## src/common/hcef_pkg.sv

```systemverilog
// Functional notes
// - Flags live; pin needs mask and enable.
// - Flag clears only on written one.
// - Driver writes FFh, which clears flags 7 to 0 only; bits 9 and 8 stay set.
// - Read code 24, write code A4.
// - Bit 9 on dual-role event.
// - Bit 8 on async-list done event.
// - Bit 7 on periodic-list done event.
// - Bit 6 when clock restored after suspend.
// - Bit 5 once controller is suspended.
// - No start-of-frame needed while suspended.
// - Bit 4 on operational event.
// - Bit 3 on transfer end.
// - Bits 2 and 1 on isochronous buffer done.
// - Bit 0 on start-of-frame state.
// - All mask bits zero after power-on.
package hcef_pkg;
  localparam int FLAG_W = 10;
  localparam int DATA_W = 16;
  localparam logic [7:0] CMD_FLAGS_RD = 8'h24;
  localparam logic [7:0] CMD_FLAGS_WR = 8'hA4;
  localparam logic [7:0] CMD_MASK_RD = 8'h25;
  localparam logic [7:0] CMD_MASK_WR = 8'hA5;
  localparam logic [7:0] CLEAR_ALL = 8'hFF;
  localparam logic [FLAG_W-1:0] FLAGS_RST = 10'h000;
  localparam logic [FLAG_W-1:0] MASK_RST = 10'h000;
  localparam int BIT_SOF = 0;
  localparam int BIT_ISO0 = 1;
  localparam int BIT_ISO1 = 2;
  localparam int BIT_XFER_END = 3;
  localparam int BIT_OPER = 4;
  localparam int BIT_SUSP = 5;
  localparam int BIT_CLK_RDY = 6;
  localparam int BIT_PERIODIC = 7;
  localparam int BIT_ASYNC = 8;
  localparam int BIT_DUAL_ROLE = 9;

  typedef enum logic [2:0] {
    HCEF_IDLE = 3'b001,
    HCEF_WAIT = 3'b010,
    HCEF_DONE = 3'b100
  } hcef_host_st_t;
endpackage : hcef_pkg

```

## src/common/hcef_if.sv

```systemverilog
`timescale 1ns/1ns
interface hcef_if;
  import hcef_pkg::*;
  logic cmd_valid;
  logic [7:0] cmd_code;
  logic [DATA_W-1:0] wr_data;
  logic [DATA_W-1:0] rd_data;
  logic rd_valid;
  logic host_irq_pin;
  modport dev (input cmd_valid, input cmd_code, input wr_data,
    output rd_data, output rd_valid, output host_irq_pin);
  modport cpu (output cmd_valid, output cmd_code, output wr_data,
    input rd_data, input rd_valid, input host_irq_pin);
endinterface : hcef_if

```

## src/rtl/hcef_device.sv

```systemverilog
`timescale 1ns/1ns
module hcef_device
  import hcef_pkg::*;
(
  input wire logic mclk,
  input wire logic sys_rst,
  hcef_if.dev bus,
  input wire logic pin_enable,
  input wire logic dual_role_event,
  input wire logic async_list_event,
  input wire logic periodic_list_event,
  input wire logic clock_restored_event,
  input wire logic suspended_event,
  input wire logic operational_event,
  input wire logic transfer_end_event,
  input wire logic iso_buffer1_done,
  input wire logic iso_buffer0_done,
  input wire logic sof_event,
  output logic sof_allowed
);
  typedef struct packed {
    logic [FLAG_W-1:0] flags;
    logic [FLAG_W-1:0] mask;
    logic [DATA_W-1:0] rd_data;
    logic rd_valid;
    logic irq;
    logic suspended;
  } hcef_dev_st_t;

  hcef_dev_st_t s_q;
  hcef_dev_st_t s_d;
  logic [FLAG_W-1:0] ev;
  logic [FLAG_W-1:0] clr;

  function automatic logic [DATA_W-1:0] widen_flags(input logic [FLAG_W-1:0] v);
    widen_flags = {{(DATA_W-FLAG_W){1'b0}}, v};
  endfunction : widen_flags

  ////////////////////////////////////////////////////////////////////////////
  always_comb begin
    ev = '0;
    ev[BIT_DUAL_ROLE] = dual_role_event;
    ev[BIT_ASYNC] = async_list_event;
    ev[BIT_PERIODIC] = periodic_list_event;
    ev[BIT_CLK_RDY] = clock_restored_event;
    ev[BIT_SUSP] = suspended_event;
    ev[BIT_OPER] = operational_event;
    ev[BIT_XFER_END] = transfer_end_event;
    ev[BIT_ISO1] = iso_buffer1_done;
    ev[BIT_ISO0] = iso_buffer0_done;
    ev[BIT_SOF] = sof_event;
    s_d = s_q;
    s_d.rd_valid = 1'b0;
    clr = '0;
    if (bus.cmd_valid) begin
      case (bus.cmd_code)
        CMD_FLAGS_RD: begin
          s_d.rd_data = widen_flags(s_q.flags);
          s_d.rd_valid = 1'b1;
        end
        CMD_FLAGS_WR: begin
          clr = bus.wr_data[FLAG_W-1:0];
        end
        CMD_MASK_RD: begin
          s_d.rd_data = widen_flags(s_q.mask);
          s_d.rd_valid = 1'b1;
        end
        CMD_MASK_WR: begin
          s_d.mask = bus.wr_data[FLAG_W-1:0];
        end
        default: begin
        end
      endcase
    end
    // A new event outweighs a clear in the same cycle so it cannot be lost.
    s_d.flags = (s_q.flags & ~clr) | ev;
    s_d.irq = pin_enable & (|(s_d.flags & s_d.mask));
    // Suspension ends when the clock comes back.
    if (suspended_event) begin
      s_d.suspended = 1'b1;
    end else if (clock_restored_event) begin
      s_d.suspended = 1'b0;
    end
  end

  always_ff @(posedge mclk) begin
    if (sys_rst) begin
      s_q.flags <= FLAGS_RST;
      s_q.mask <= MASK_RST;
      s_q.rd_data <= '0;
      s_q.rd_valid <= 1'b0;
      s_q.irq <= 1'b0;
      s_q.suspended <= 1'b0;
    end else begin
      s_q <= s_d;
    end
  end

  ////////////////////////////////////////////////////////////////////////////
  assign bus.rd_data = s_q.rd_data;
  assign bus.rd_valid = s_q.rd_valid;
  assign bus.host_irq_pin = s_q.irq;
  assign sof_allowed = ~s_q.suspended;
endmodule : hcef_device

```

## src/flat_wrapper.sv

```systemverilog
// flat-port wrapper written by rule: the top's interface ports become plain ports
module hcef_device_flat import hcef_pkg::*;
  (mclk, sys_rst, pin_enable, dual_role_event, async_list_event, periodic_list_event, clock_restored_event, suspended_event, operational_event, transfer_end_event, iso_buffer1_done, iso_buffer0_done, sof_event, sof_allowed, bus_cmd_valid, bus_cmd_code, bus_wr_data, bus_rd_data, bus_rd_valid, bus_host_irq_pin);
  hcef_if bus_i ();
  input wire logic mclk;
  input wire logic sys_rst;
  input wire logic pin_enable;
  input wire logic dual_role_event;
  input wire logic async_list_event;
  input wire logic periodic_list_event;
  input wire logic clock_restored_event;
  input wire logic suspended_event;
  input wire logic operational_event;
  input wire logic transfer_end_event;
  input wire logic iso_buffer1_done;
  input wire logic iso_buffer0_done;
  input wire logic sof_event;
  output logic sof_allowed;
  input wire logic [$bits(bus_i.cmd_valid)-1:0] bus_cmd_valid;
  input wire logic [$bits(bus_i.cmd_code)-1:0] bus_cmd_code;
  input wire logic [$bits(bus_i.wr_data)-1:0] bus_wr_data;
  output wire logic [$bits(bus_i.rd_data)-1:0] bus_rd_data;
  output wire logic [$bits(bus_i.rd_valid)-1:0] bus_rd_valid;
  output wire logic [$bits(bus_i.host_irq_pin)-1:0] bus_host_irq_pin;
  assign bus_i.cmd_valid = bus_cmd_valid;
  assign bus_i.cmd_code = bus_cmd_code;
  assign bus_i.wr_data = bus_wr_data;
  assign bus_rd_data = bus_i.rd_data;
  assign bus_rd_valid = bus_i.rd_valid;
  assign bus_host_irq_pin = bus_i.host_irq_pin;
  hcef_device u_core (.mclk(mclk), .sys_rst(sys_rst), .bus(bus_i), .pin_enable(pin_enable), .dual_role_event(dual_role_event), .async_list_event(async_list_event), .periodic_list_event(periodic_list_event), .clock_restored_event(clock_restored_event), .suspended_event(suspended_event), .operational_event(operational_event), .transfer_end_event(transfer_end_event), .iso_buffer1_done(iso_buffer1_done), .iso_buffer0_done(iso_buffer0_done), .sof_event(sof_event), .sof_allowed(sof_allowed));
endmodule
```

## config.mk

```make
export PLATFORM = sky130hd
export DESIGN_NAME = hcef_device_flat
export DESIGN_NICKNAME = d
export VERILOG_FILES = /design/src/common/hcef_pkg.sv /design/src/common/hcef_if.sv /design/src/rtl/hcef_device.sv /design/src/flat_wrapper.sv
export SDC_FILE = /design/constraint.sdc
export NUM_CORES = 1
export LEC_CHECK = 0
export ABC_CLOCK_PERIOD_IN_PS = 2400
export BUFFER_PORTS_ARGS = -buffer_cell sky130_fd_sc_hd__buf_2
export CAP_MARGIN = 25
export CORE_ASPECT_RATIO = 0.7
export CORE_MARGIN = 3
export CORE_UTILIZATION = 51
export CTS_BUF_LIST = sky130_fd_sc_hd__clkbuf_8
export CTS_CLUSTER_SIZE = 24
export DETAILED_ROUTE_END_ITERATION = 12
export GPL_TIMING_DRIVEN = 0
export PLACE_DENSITY = 0.82
export SYNTH_ARGS = -nofsm -noshare
export SYNTH_HDL_FRONTEND = slang
export SYNTH_SLANG_ARGS = --single-unit
```

## constraint.sdc

```tcl
create_clock -name mclk -period 2.4 [get_ports mclk]
set_clock_uncertainty 0.05 [all_clocks]
set_input_delay 0 -clock mclk [delete_from_list [all_inputs] [get_ports mclk]]
set_output_delay 0 -clock mclk [all_outputs]
set_load 0.02 [all_outputs]
```

# Yosys cells after proc, flatten, opt, wreduce, memory -nomap -nowiden
# Index checks and enable logic that the tools add are counted.
# classes
n_reduce_logical	5
eq_ne	4
bitwise	7
mux	7
# op_table
cell	count
case mux 17 bit (2 select lines)	1
two-way mux 10 bit	3
two-way mux 27 bit	1
bitwise AND 10 bit	2
== test 8 x 6 -> 1 bit, second input constant	2
== test 8 bit, second input constant	2
inverter 10 bit	1
bitwise OR 10 bit	1
OR reduction 10 bit	1
nonzero test 2 bit	2
two-way mux 1 bit	2
inverter 1 bit	2
AND reduction 2 bit	1
OR reduction 2 bit	1
bitwise AND 1 bit	1
# word_totals
out_inout_bits	19
reg_bits	39
wordCells	29

# Longest topological paths before layout
# Gate-level depths: netlist of the first run.
# depth
word_depth	9
depth_mapped	7

# Worst setup path before layout of the first run
# Ideal clock, no wire load.
# synth_timing
path_kind	input port to flip-flop
from	in bus_cmd_code[4]
to	reg u_core.s_q (netlist bit u_core.bus.host_irq_pin)
n_path_buf	1
setup_slack_ns	0.482
setup_time_ns	0.147
path_stages	6
arrival_time_ns	1.721
path_cell_list	or3b_1 buf_6 nor3_4 mux2_2 a2111oi_0 a41oi_1
# synth_via
elab_chain_cells	9
word_cells_on_any_way	12
# synth_lines
element	line_no	rtl
start, declared	flat_wrapper.sv:20	input wire logic [$bits(bus_i.cmd_code)-1:0] bus_cmd_code;
== test 8 bit	hcef_device.sv:56	case (bus.cmd_code)
two-way mux 10 bit	hcef_device.sv:56	
two-way mux 10 bit	hcef_device.sv:55	if (bus.cmd_valid) begin
inverter 10 bit	hcef_device.sv:76	s_d.flags = (s_q.flags & ~clr) | ev;
bitwise AND 10 bit	hcef_device.sv:76	
bitwise OR 10 bit	hcef_device.sv:76	
bitwise AND 10 bit (*)	hcef_device.sv:77	s_d.irq = pin_enable & (|(s_d.flags & s_d.mask));
OR reduction 10 bit (*)	hcef_device.sv:77	
bitwise AND 1 bit (*)	hcef_device.sv:77	
end, declared	hcef_device.sv:30	hcef_dev_st_t s_q;
# Every way passes the cells marked *; elsewhere a longest branch is shown, timed or not.
# A chain may end at the register's enable or synchronous reset.

# Final worst setup path of the first run
# Same ends and word-level chain as after synthesis.

==> results of run 1 <==
==> cells by family (layout without fill, tap and decap cells) <==
kind of cell	Yosys count	after routing	share of synthesized area
and+or+nand+nor	56	56	0.203
AOI/OAI and AO/OA	46	46	0.216
DFF	33	33	0.423
buffers and inverters	28	99	0.110
muxes	7	7	0.0456
other	1	6	0.00240
==> cell type report <==
type	instances	area share
inverter	3	0.00519
timing repair buffer	63	0.189
multi-input combinational	115	0.345
clock buffer	5	0.0317
sequential	33	0.304
tap	36	0.0207
clock inverter	3	0.0300
buffer	25	0.0744
==> worst min-delay path by stage <==
stage	start	end	slack, ns	depth (start not counted)
floorplan	sys_rst	u_core.s_q[28]$_SDFF_PP0_	0.02	1
global placement	sof_event	u_core.s_q[29]$_SDFF_PP0_	0.18	3
detailed placement	sof_event	u_core.s_q[29]$_SDFF_PP0_	0.18	3
CTS	operational_event	u_core.s_q[33]$_SDFF_PP0_	0.005	3
global route	operational_event	u_core.s_q[33]$_SDFF_PP0_	0.03	3
finish	operational_event	u_core.s_q[33]$_SDFF_PP0_	0.005	3
==> sequential cells by signal, summed over array words and instances, names as in the netlist <==
signal                   flops
u_core.bus.rd_valid          1
u_core.s_q                  21
u_core.bus.rd_data          10
u_core.bus.host_irq_pin      1
==> synthesized netlist by cell type, drive strengths merged <==
cell type / instances
a2111oi: 1
a211oi: 2
a21oi: 11
a221oi: 2
a22o: 10
a22oi: 10
a31oi: 1
a41o: 1
a41oi: 1
and2: 1
buf: 17
clkbuf: 8
conb: 1
dfxtp: 33
inv: 3
mux2: 1
mux2i: 6
nand2: 1
nand2b: 1
nand4: 9
nand4bb: 1
nor2: 29
nor2b: 5
nor3: 4
nor3b: 1
nor4b: 1
nor4bb: 1
o21ai: 1
o22a: 3
o31ai: 3
or3b: 1
or4b: 1
==> cells in the final DEF (no fill, tap or decap), types with 3 or more instances in the layout <==
cell type	netlist	final
sky130_fd_sc_hd__inv_1	3	3
sky130_fd_sc_hd__dfxtp_1	33	33
sky130_fd_sc_hd__clkbuf_8	0	5
sky130_fd_sc_hd__o22a_1	3	3
sky130_fd_sc_hd__a22oi_1	10	10
sky130_fd_sc_hd__buf_4	16	16
sky130_fd_sc_hd__nor2_1	29	29
sky130_fd_sc_hd__mux2i_1	6	6
sky130_fd_sc_hd__a22o_1	10	10
sky130_fd_sc_hd__clkbuf_1	8	8
sky130_fd_sc_hd__nor2b_1	5	5
sky130_fd_sc_hd__dlygate4sd3_1	0	19
sky130_fd_sc_hd__nand4_1	9	9
sky130_fd_sc_hd__a21oi_1	11	11
sky130_fd_sc_hd__conb_1	1	6
sky130_fd_sc_hd__buf_2	0	44
sky130_fd_sc_hd__o31ai_1	3	3
==> worst max-delay path: stages <==
cell,delay (ns)
sky130_fd_sc_hd__buf_2,0.11
sky130_fd_sc_hd__or3b_1,0.39
sky130_fd_sc_hd__buf_6,0.15
sky130_fd_sc_hd__nor3_4,0.44
sky130_fd_sc_hd__mux2_2,0.40
sky130_fd_sc_hd__a2111oi_0,0.42
sky130_fd_sc_hd__a41oi_1,0.17
==> through the flow <==
step	hold slack [ns]	utilization	worst slack [ns]
after floorplan	0.0216	-	0.482
after global placement	0.180	0.645	0.0949
after detailed placement	0.184	0.645	0.0960
after CTS	0.00486	0.758	0.403
after global routing	0.0325	0.758	0.280
final	0.00466	0.758	0.418
==> per-layer routing <==
metal  part of all wire  GRT usage  vias up  wire length (µm)
li1                   -          -      762                 -
met1               0.43      0.329      743              1890
met2               0.48      0.399       70              2100
met3              0.074     0.0824       10               324
met4              0.022     0.0813        0                98
met5                  0          0        -                 0
==> power by group <==
part / internal, mW / switching, mW
clock: 0.412 / 0.217
sequential: 0.561 / 0.00749
combinational: 0.0657 / 0.0715
==> results.sh, run 1 <==
export IMPL_layoutNonFillerInstCount=283
export IMPL_final_max_slew_viol_count=0
export IMPL_power_total_mw=1.33
export IMPL_grt_setup_unrepaired="false"
export IMPL_portBuffers=44
export IMPL_avgViaCountPerCell=5.60
export IMPL_rr_startpoint="u_core.s_q[38]$_SDFF_PP0_"
export IMPL_placedCellCount=256
export IMPL_timing_final_crit_period_ns=1.98
export IMPL_die_height_um=52.3
export IMPL_final_hold_violations=0
export IMPL_routed_wl_um=4410
export IMPL_antenna_found_initial=0
export IMPL_grt_util_all_layers=0.254
export IMPL_clk_root_buf="sky130_fd_sc_hd__clkbuf_8"
export IMPL_post_cts_repair_resize_count=0
export IMPL_power_per_cell_area_nw_per_um2=615
export IMPL_drt_antenna_violating_nets=0
export IMPL_postSynthRegisterBits=33
export IMPL_seqCellArea_um2=661
export IMPL_grt_start_max_net_pins=12
export IMPL_remaining_drc_errors=0
export IMPL_first_global_vias=1466
export IMPL_required_ns=2.50
export IMPL_globalRoute_totalOverflow=0
export IMPL_design_die_area_um2=3780
export IMPL_placed_cell_area_um2=1850
export IMPL_end_kind="flop"
export IMPL_synth_top_cell_area_share=0.423
export IMPL_dr_first_iter_drc_count=76
export IMPL_grt_first_pass_wirelength_um=7110
export IMPL_post_synthesis_instance_total=171
export IMPL_share_of_synthesized_area_occupied_by_flip_flops_and_latches=0.423
export IMPL_worstPathMaxFanout=7
export IMPL_chipWidth_um=72.2
export IMPL_floorplan_initialDensity=0.546
export IMPL_worst_setup_path_type="in -> reg"
export IMPL_cts_hold_buffers_added=19
export IMPL_crit_path_start_kind="input port"
export IMPL_worstRegToRegCells=4
export IMPL_htree_num_levels=2
export IMPL_setup_violation_total_in_the_final_timing_report=0
export IMPL_routabilityCongestion=0.821
export IMPL_p_r_area_growth_vs_syn_pct=38.9
export IMPL_top_achievable_clock_speed_mhz=504
export IMPL_synthDominantAreaCellType="sky130_fd_sc_hd__dfxtp_1"
export IMPL_cts_setup_buffers=0
export IMPL_clock_path_buffers=2
export IMPL_cts_tree="built"
export IMPL_drive_gt1_frac=0.300
export IMPL_tritoncts_num_sinks=33
export IMPL_library_cells_used_by_synthesis=35
export IMPL_worstSetupStartpoint="bus_cmd_code[4]"
export IMPL_hpwlAfterDp_um=2780
export IMPL_route_vias_total=1585
export IMPL_status="finished clean"
export IMPL_r2r_end="u_core.s_q[38]$_SDFF_PP0_"
export IMPL_clock_insertion_delay_worst_skew_ns=0.30
export IMPL_worst_r2r_setup_slack_ns=1.02
export IMPL_routed_wire_length_per_instance_um=15.6
export IMPL_cp_data_arrival_time_ns=2.08
export IMPL_timing_critical_path_to="u_core.bus.host_irq_pin$_SDFF_PP0_"
export IMPL_totalNegativeSetupSlack_ns=0
export IMPL_syn_cell_area_um2=1560
export IMPL_area_occupied_by_multi_input_gates_um2=748
export IMPL_cap_violations=0
export IMPL_final_net_count=284
export IMPL_cts_inserted_buffers=5
export IMPL_postLayoutCellArea_um2=2170
export IMPL_diodes=0
export IMPL_fill_cells=206
export IMPL_final_period_utilization=0.826
export IMPL_placement_rows=16
export IMPL_ys_top_cells_by_area="sky130_fd_sc_hd__dfxtp_1, sky130_fd_sc_hd__buf_4, sky130_fd_sc_hd__nor2_1, sky130_fd_sc_hd__a22o_1, sky130_fd_sc_hd__a22oi_1"
export IMPL_hold_path_class="in -> reg"
export IMPL_power_ir_vdd_worst_v=0.000560
export IMPL_max_slew_margin_rel=0.456
export IMPL_static_leak_nw=0.940
export IMPL_pre_antenna_drt_iters=5
export IMPL_boundaryPins=57
export IMPL_measured_slew_at_the_worst_slew_check_pin_ns=0.814
export IMPL_core_area_um2=2860
export IMPL_clk_pin_slew_worst_setup_hold_paths_ns=0.07
export IMPL_yosys_warnings=0
export IMPL_synthesis_area_per_instance_um2=9.14
Power figures use the tool's default switching activity.
==> run 2: changes to the inputs <==
ABC_CLOCK_PERIOD_IN_PS = 1700   (was 2400)
CORE_UTILIZATION = 46   (was 51)
PLACE_DENSITY = 0.78   (was 0.82)
clock period = 1.7 ns   (was 2.4 ns; I/O delays follow)
==> run 2 against run 1 <==
Global-route usage fell by 4.5 points. Register-to-register slack got worse by 0.61 ns. Flip-flop and latch count did not move. First-iteration DRC count rose by 3.9%. Count of clock-buffer cells in the layout rose by 1. Clock power fell by 8.9%. Largest power group is now sequential cells. Largest cell class unchanged. Total power rose by 17%.
==> results.sh, run 2 (synthesis gave the netlist of run 1 again) <==
export IMPL_layout_commonest_cell="sky130_fd_sc_hd__buf_2"
export IMPL_final_max_slew_viol_count=0
export IMPL_drive_gt1_frac=0.312
export IMPL_placedCellCount=258
export IMPL_clock_path_buffers=2
export IMPL_grt_setup_unrepaired="true"
export IMPL_htree_num_levels=2
export IMPL_remaining_drc_errors=0
export IMPL_end_kind="flop"
export IMPL_wl_met3_um=193
export IMPL_largest_registers="u_core.s_q: 21 flops, u_core.bus.rd_data: 10 flops"
export IMPL_regMostFlops="u_core.s_q"
export IMPL_routed_wl_um=4050
export IMPL_core_area_um2=3190
export IMPL_grt_first_pass_wirelength_um=6290
export IMPL_p_sw_uw=366
export IMPL_grt_util_all_layers=0.209
export IMPL_power_ir_vdd_worst_v=0.000490
export IMPL_measured_slew_at_the_worst_slew_check_pin_ns=0.733
export IMPL_static_leak_nw=0.938
export IMPL_dr_first_iter_drc_count=79
export IMPL_clk_pin_slew_worst_setup_hold_paths_ns=0.06
export IMPL_largest_reg_flops=21
export IMPL_placement_rows=17
export IMPL_hpwlAfterDp_um=2840
export IMPL_boundaryPins=57
export IMPL_clock_power_share=0.366
export IMPL_layoutNonFillerInstCount=285
export IMPL_worstPathMaxFanout=5
export IMPL_p_r_area_growth_vs_syn_pct=38.0
export IMPL_first_global_vias=1400
export IMPL_routabilityCongestion=0.844
export IMPL_setup_violation_total_in_the_final_timing_report=0
export IMPL_route_vias_total=1517
export IMPL_hold_path_class="in -> reg"
export IMPL_seq_power_share=0.513
export IMPL_chipWidth_um=75.7
export IMPL_top_achievable_clock_speed_mhz=623
export IMPL_clock_insertion_delay_worst_skew_ns=0.28
export IMPL_clk_root_buf="sky130_fd_sc_hd__clkbuf_8"
export IMPL_cp_data_arrival_time_ns=1.70
export IMPL_detail_route_wirelength_met1_um=1960
export IMPL_cap_violations=0
export IMPL_power_report_internal_total_mw=1.20
export IMPL_floorplan_initialDensity=0.490
export IMPL_design_die_area_um2=4140
export IMPL_cts_tree="built"
export IMPL_met2WireLength_um=1870
export IMPL_required_ns=1.79
export IMPL_power_switching_fraction=0.234
export IMPL_tritoncts_num_sinks=33
export IMPL_routed_wire_length_per_instance_um=14.2
export IMPL_grt_start_max_net_pins=11
export IMPL_antenna_found_initial=0
export IMPL_portion_of_total_power_attributed_to_combinational_logic=0.121
export IMPL_placed_cell_area_um2=1870
export IMPL_die_height_um=54.8
export IMPL_final_hold_violations=0
export IMPL_diodes=0
export IMPL_postLayoutCellArea_um2=2160
export IMPL_drt_antenna_violating_nets=0
export IMPL_power_per_cell_area_nw_per_um2=726
export IMPL_top_layer="met4"
export IMPL_crit_path_start_kind="input port"
export IMPL_cts_inserted_buffers=5
export IMPL_worst_setup_path_type="in -> reg"
export IMPL_final_period_utilization=0.944
export IMPL_status="finished clean"
export IMPL_timing_final_crit_period_ns=1.60
export IMPL_portBuffers=44
export IMPL_pre_antenna_drt_iters=4
export IMPL_avgViaCountPerCell=5.32
export IMPL_globalRoute_totalOverflow=0
export IMPL_final_net_count=285
export IMPL_max_slew_margin_rel=0.510
export IMPL_commonest_non_fill_non_tap_cells_in_the_layout="sky130_fd_sc_hd__buf_2, sky130_fd_sc_hd__dfxtp_1, sky130_fd_sc_hd__nor2_1, sky130_fd_sc_hd__buf_4, sky130_fd_sc_hd__dlygate4sd3_1"
run 2: per-stage QoR:
stage / setup slack, ns / utilization / TNS (ns) / hold slack (ns) / power (mW)
final: 0.0953 / 0.676 / 0 / 0.0129 / 1.56
after global routing: -0.00944 / 0.676 / -0.00944 / 0.0510 / 1.62
after CTS: 0.0905 / 0.675 / 0 / 0.0156 / 1.56
after detailed placement: -0.377 / 0.587 / -2.22 / 0.187 / 0.975
after global placement: -0.345 / 0.587 / -1.59 / 0.178 / 0.971
after floorplan: -0.0633 / - / -0.0633 / 0.0216 / 0.904
run 2: power by group through the flow:
stage | Sequential [mW] | Clock, mW | Combinational, mW
final | 0.802 | 0.573 | 0.190
after global routing | 0.804 | 0.606 | 0.208
after CTS | 0.802 | 0.572 | 0.188
after detailed placement | 0.819 | 0 | 0.156
after global placement | 0.819 | 0 | 0.153
after floorplan | 0.817 | 0 | 0.0872
run 2: worst paths after layout:
kind                                    from                                  to  slack [ns]  cells past startpoint
setup / recovery             bus_cmd_code[1]  u_core.bus.host_irq_pin$_SDFF_PP0_         0.1                      6
hold / removal             operational_event           u_core.s_q[33]$_SDFF_PP0_        0.01                      3
setup reg to reg   u_core.s_q[23]$_SDFF_PP0_  u_core.bus.host_irq_pin$_SDFF_PP0_        0.41                      4
hold reg to reg   u_core.s_q[0]$_SDFFE_PP0P_          u_core.s_q[0]$_SDFFE_PP0P_        0.44                      2
run 2: critical path: stages:
cell                        delay [ns]
sky130_fd_sc_hd__buf_2            0.12
sky130_fd_sc_hd__or4b_1           0.57
sky130_fd_sc_hd__nor3_2           0.28
sky130_fd_sc_hd__a31oi_1          0.20
sky130_fd_sc_hd__a2111oi_4        0.38
sky130_fd_sc_hd__a41oi_1          0.15
run 2: final cells by class:
| type | instances | area, µm² |
|---|---|---|
| buffer | 25 | 164 |
| clock buffer | 6 | 82.6 |
| clock inverter | 1 | 3.75 |
| fill | 277 | 1030 |
| inverter | 3 | 11.3 |
| multi-input combinational | 115 | 771 |
| sequential | 33 | 661 |
| tap | 38 | 47.5 |
| timing repair buffer | 64 | 415 |
run 2: what timing repair did:
| item | 4_1_cts | 5_1_grt |
|---|---|---|
| hold endpoints to repair | 19 | 0 |
| setup endpoints to repair | 1 | 11 |
| pin swaps | 1 | 0 |
| buffers inserted | 2 | 0 |
| resized for setup | 0 | 4 |
| hold buffers | 18 | 0 |
run 2: per-layer routing:
metal | track usage | vias up
met3 | 0.0495 | 5
met2 | 0.334 | 39
met4 | 0.0407 | 0
met1 | 0.288 | 712
li1 | - | 761
met5 | 0 | -
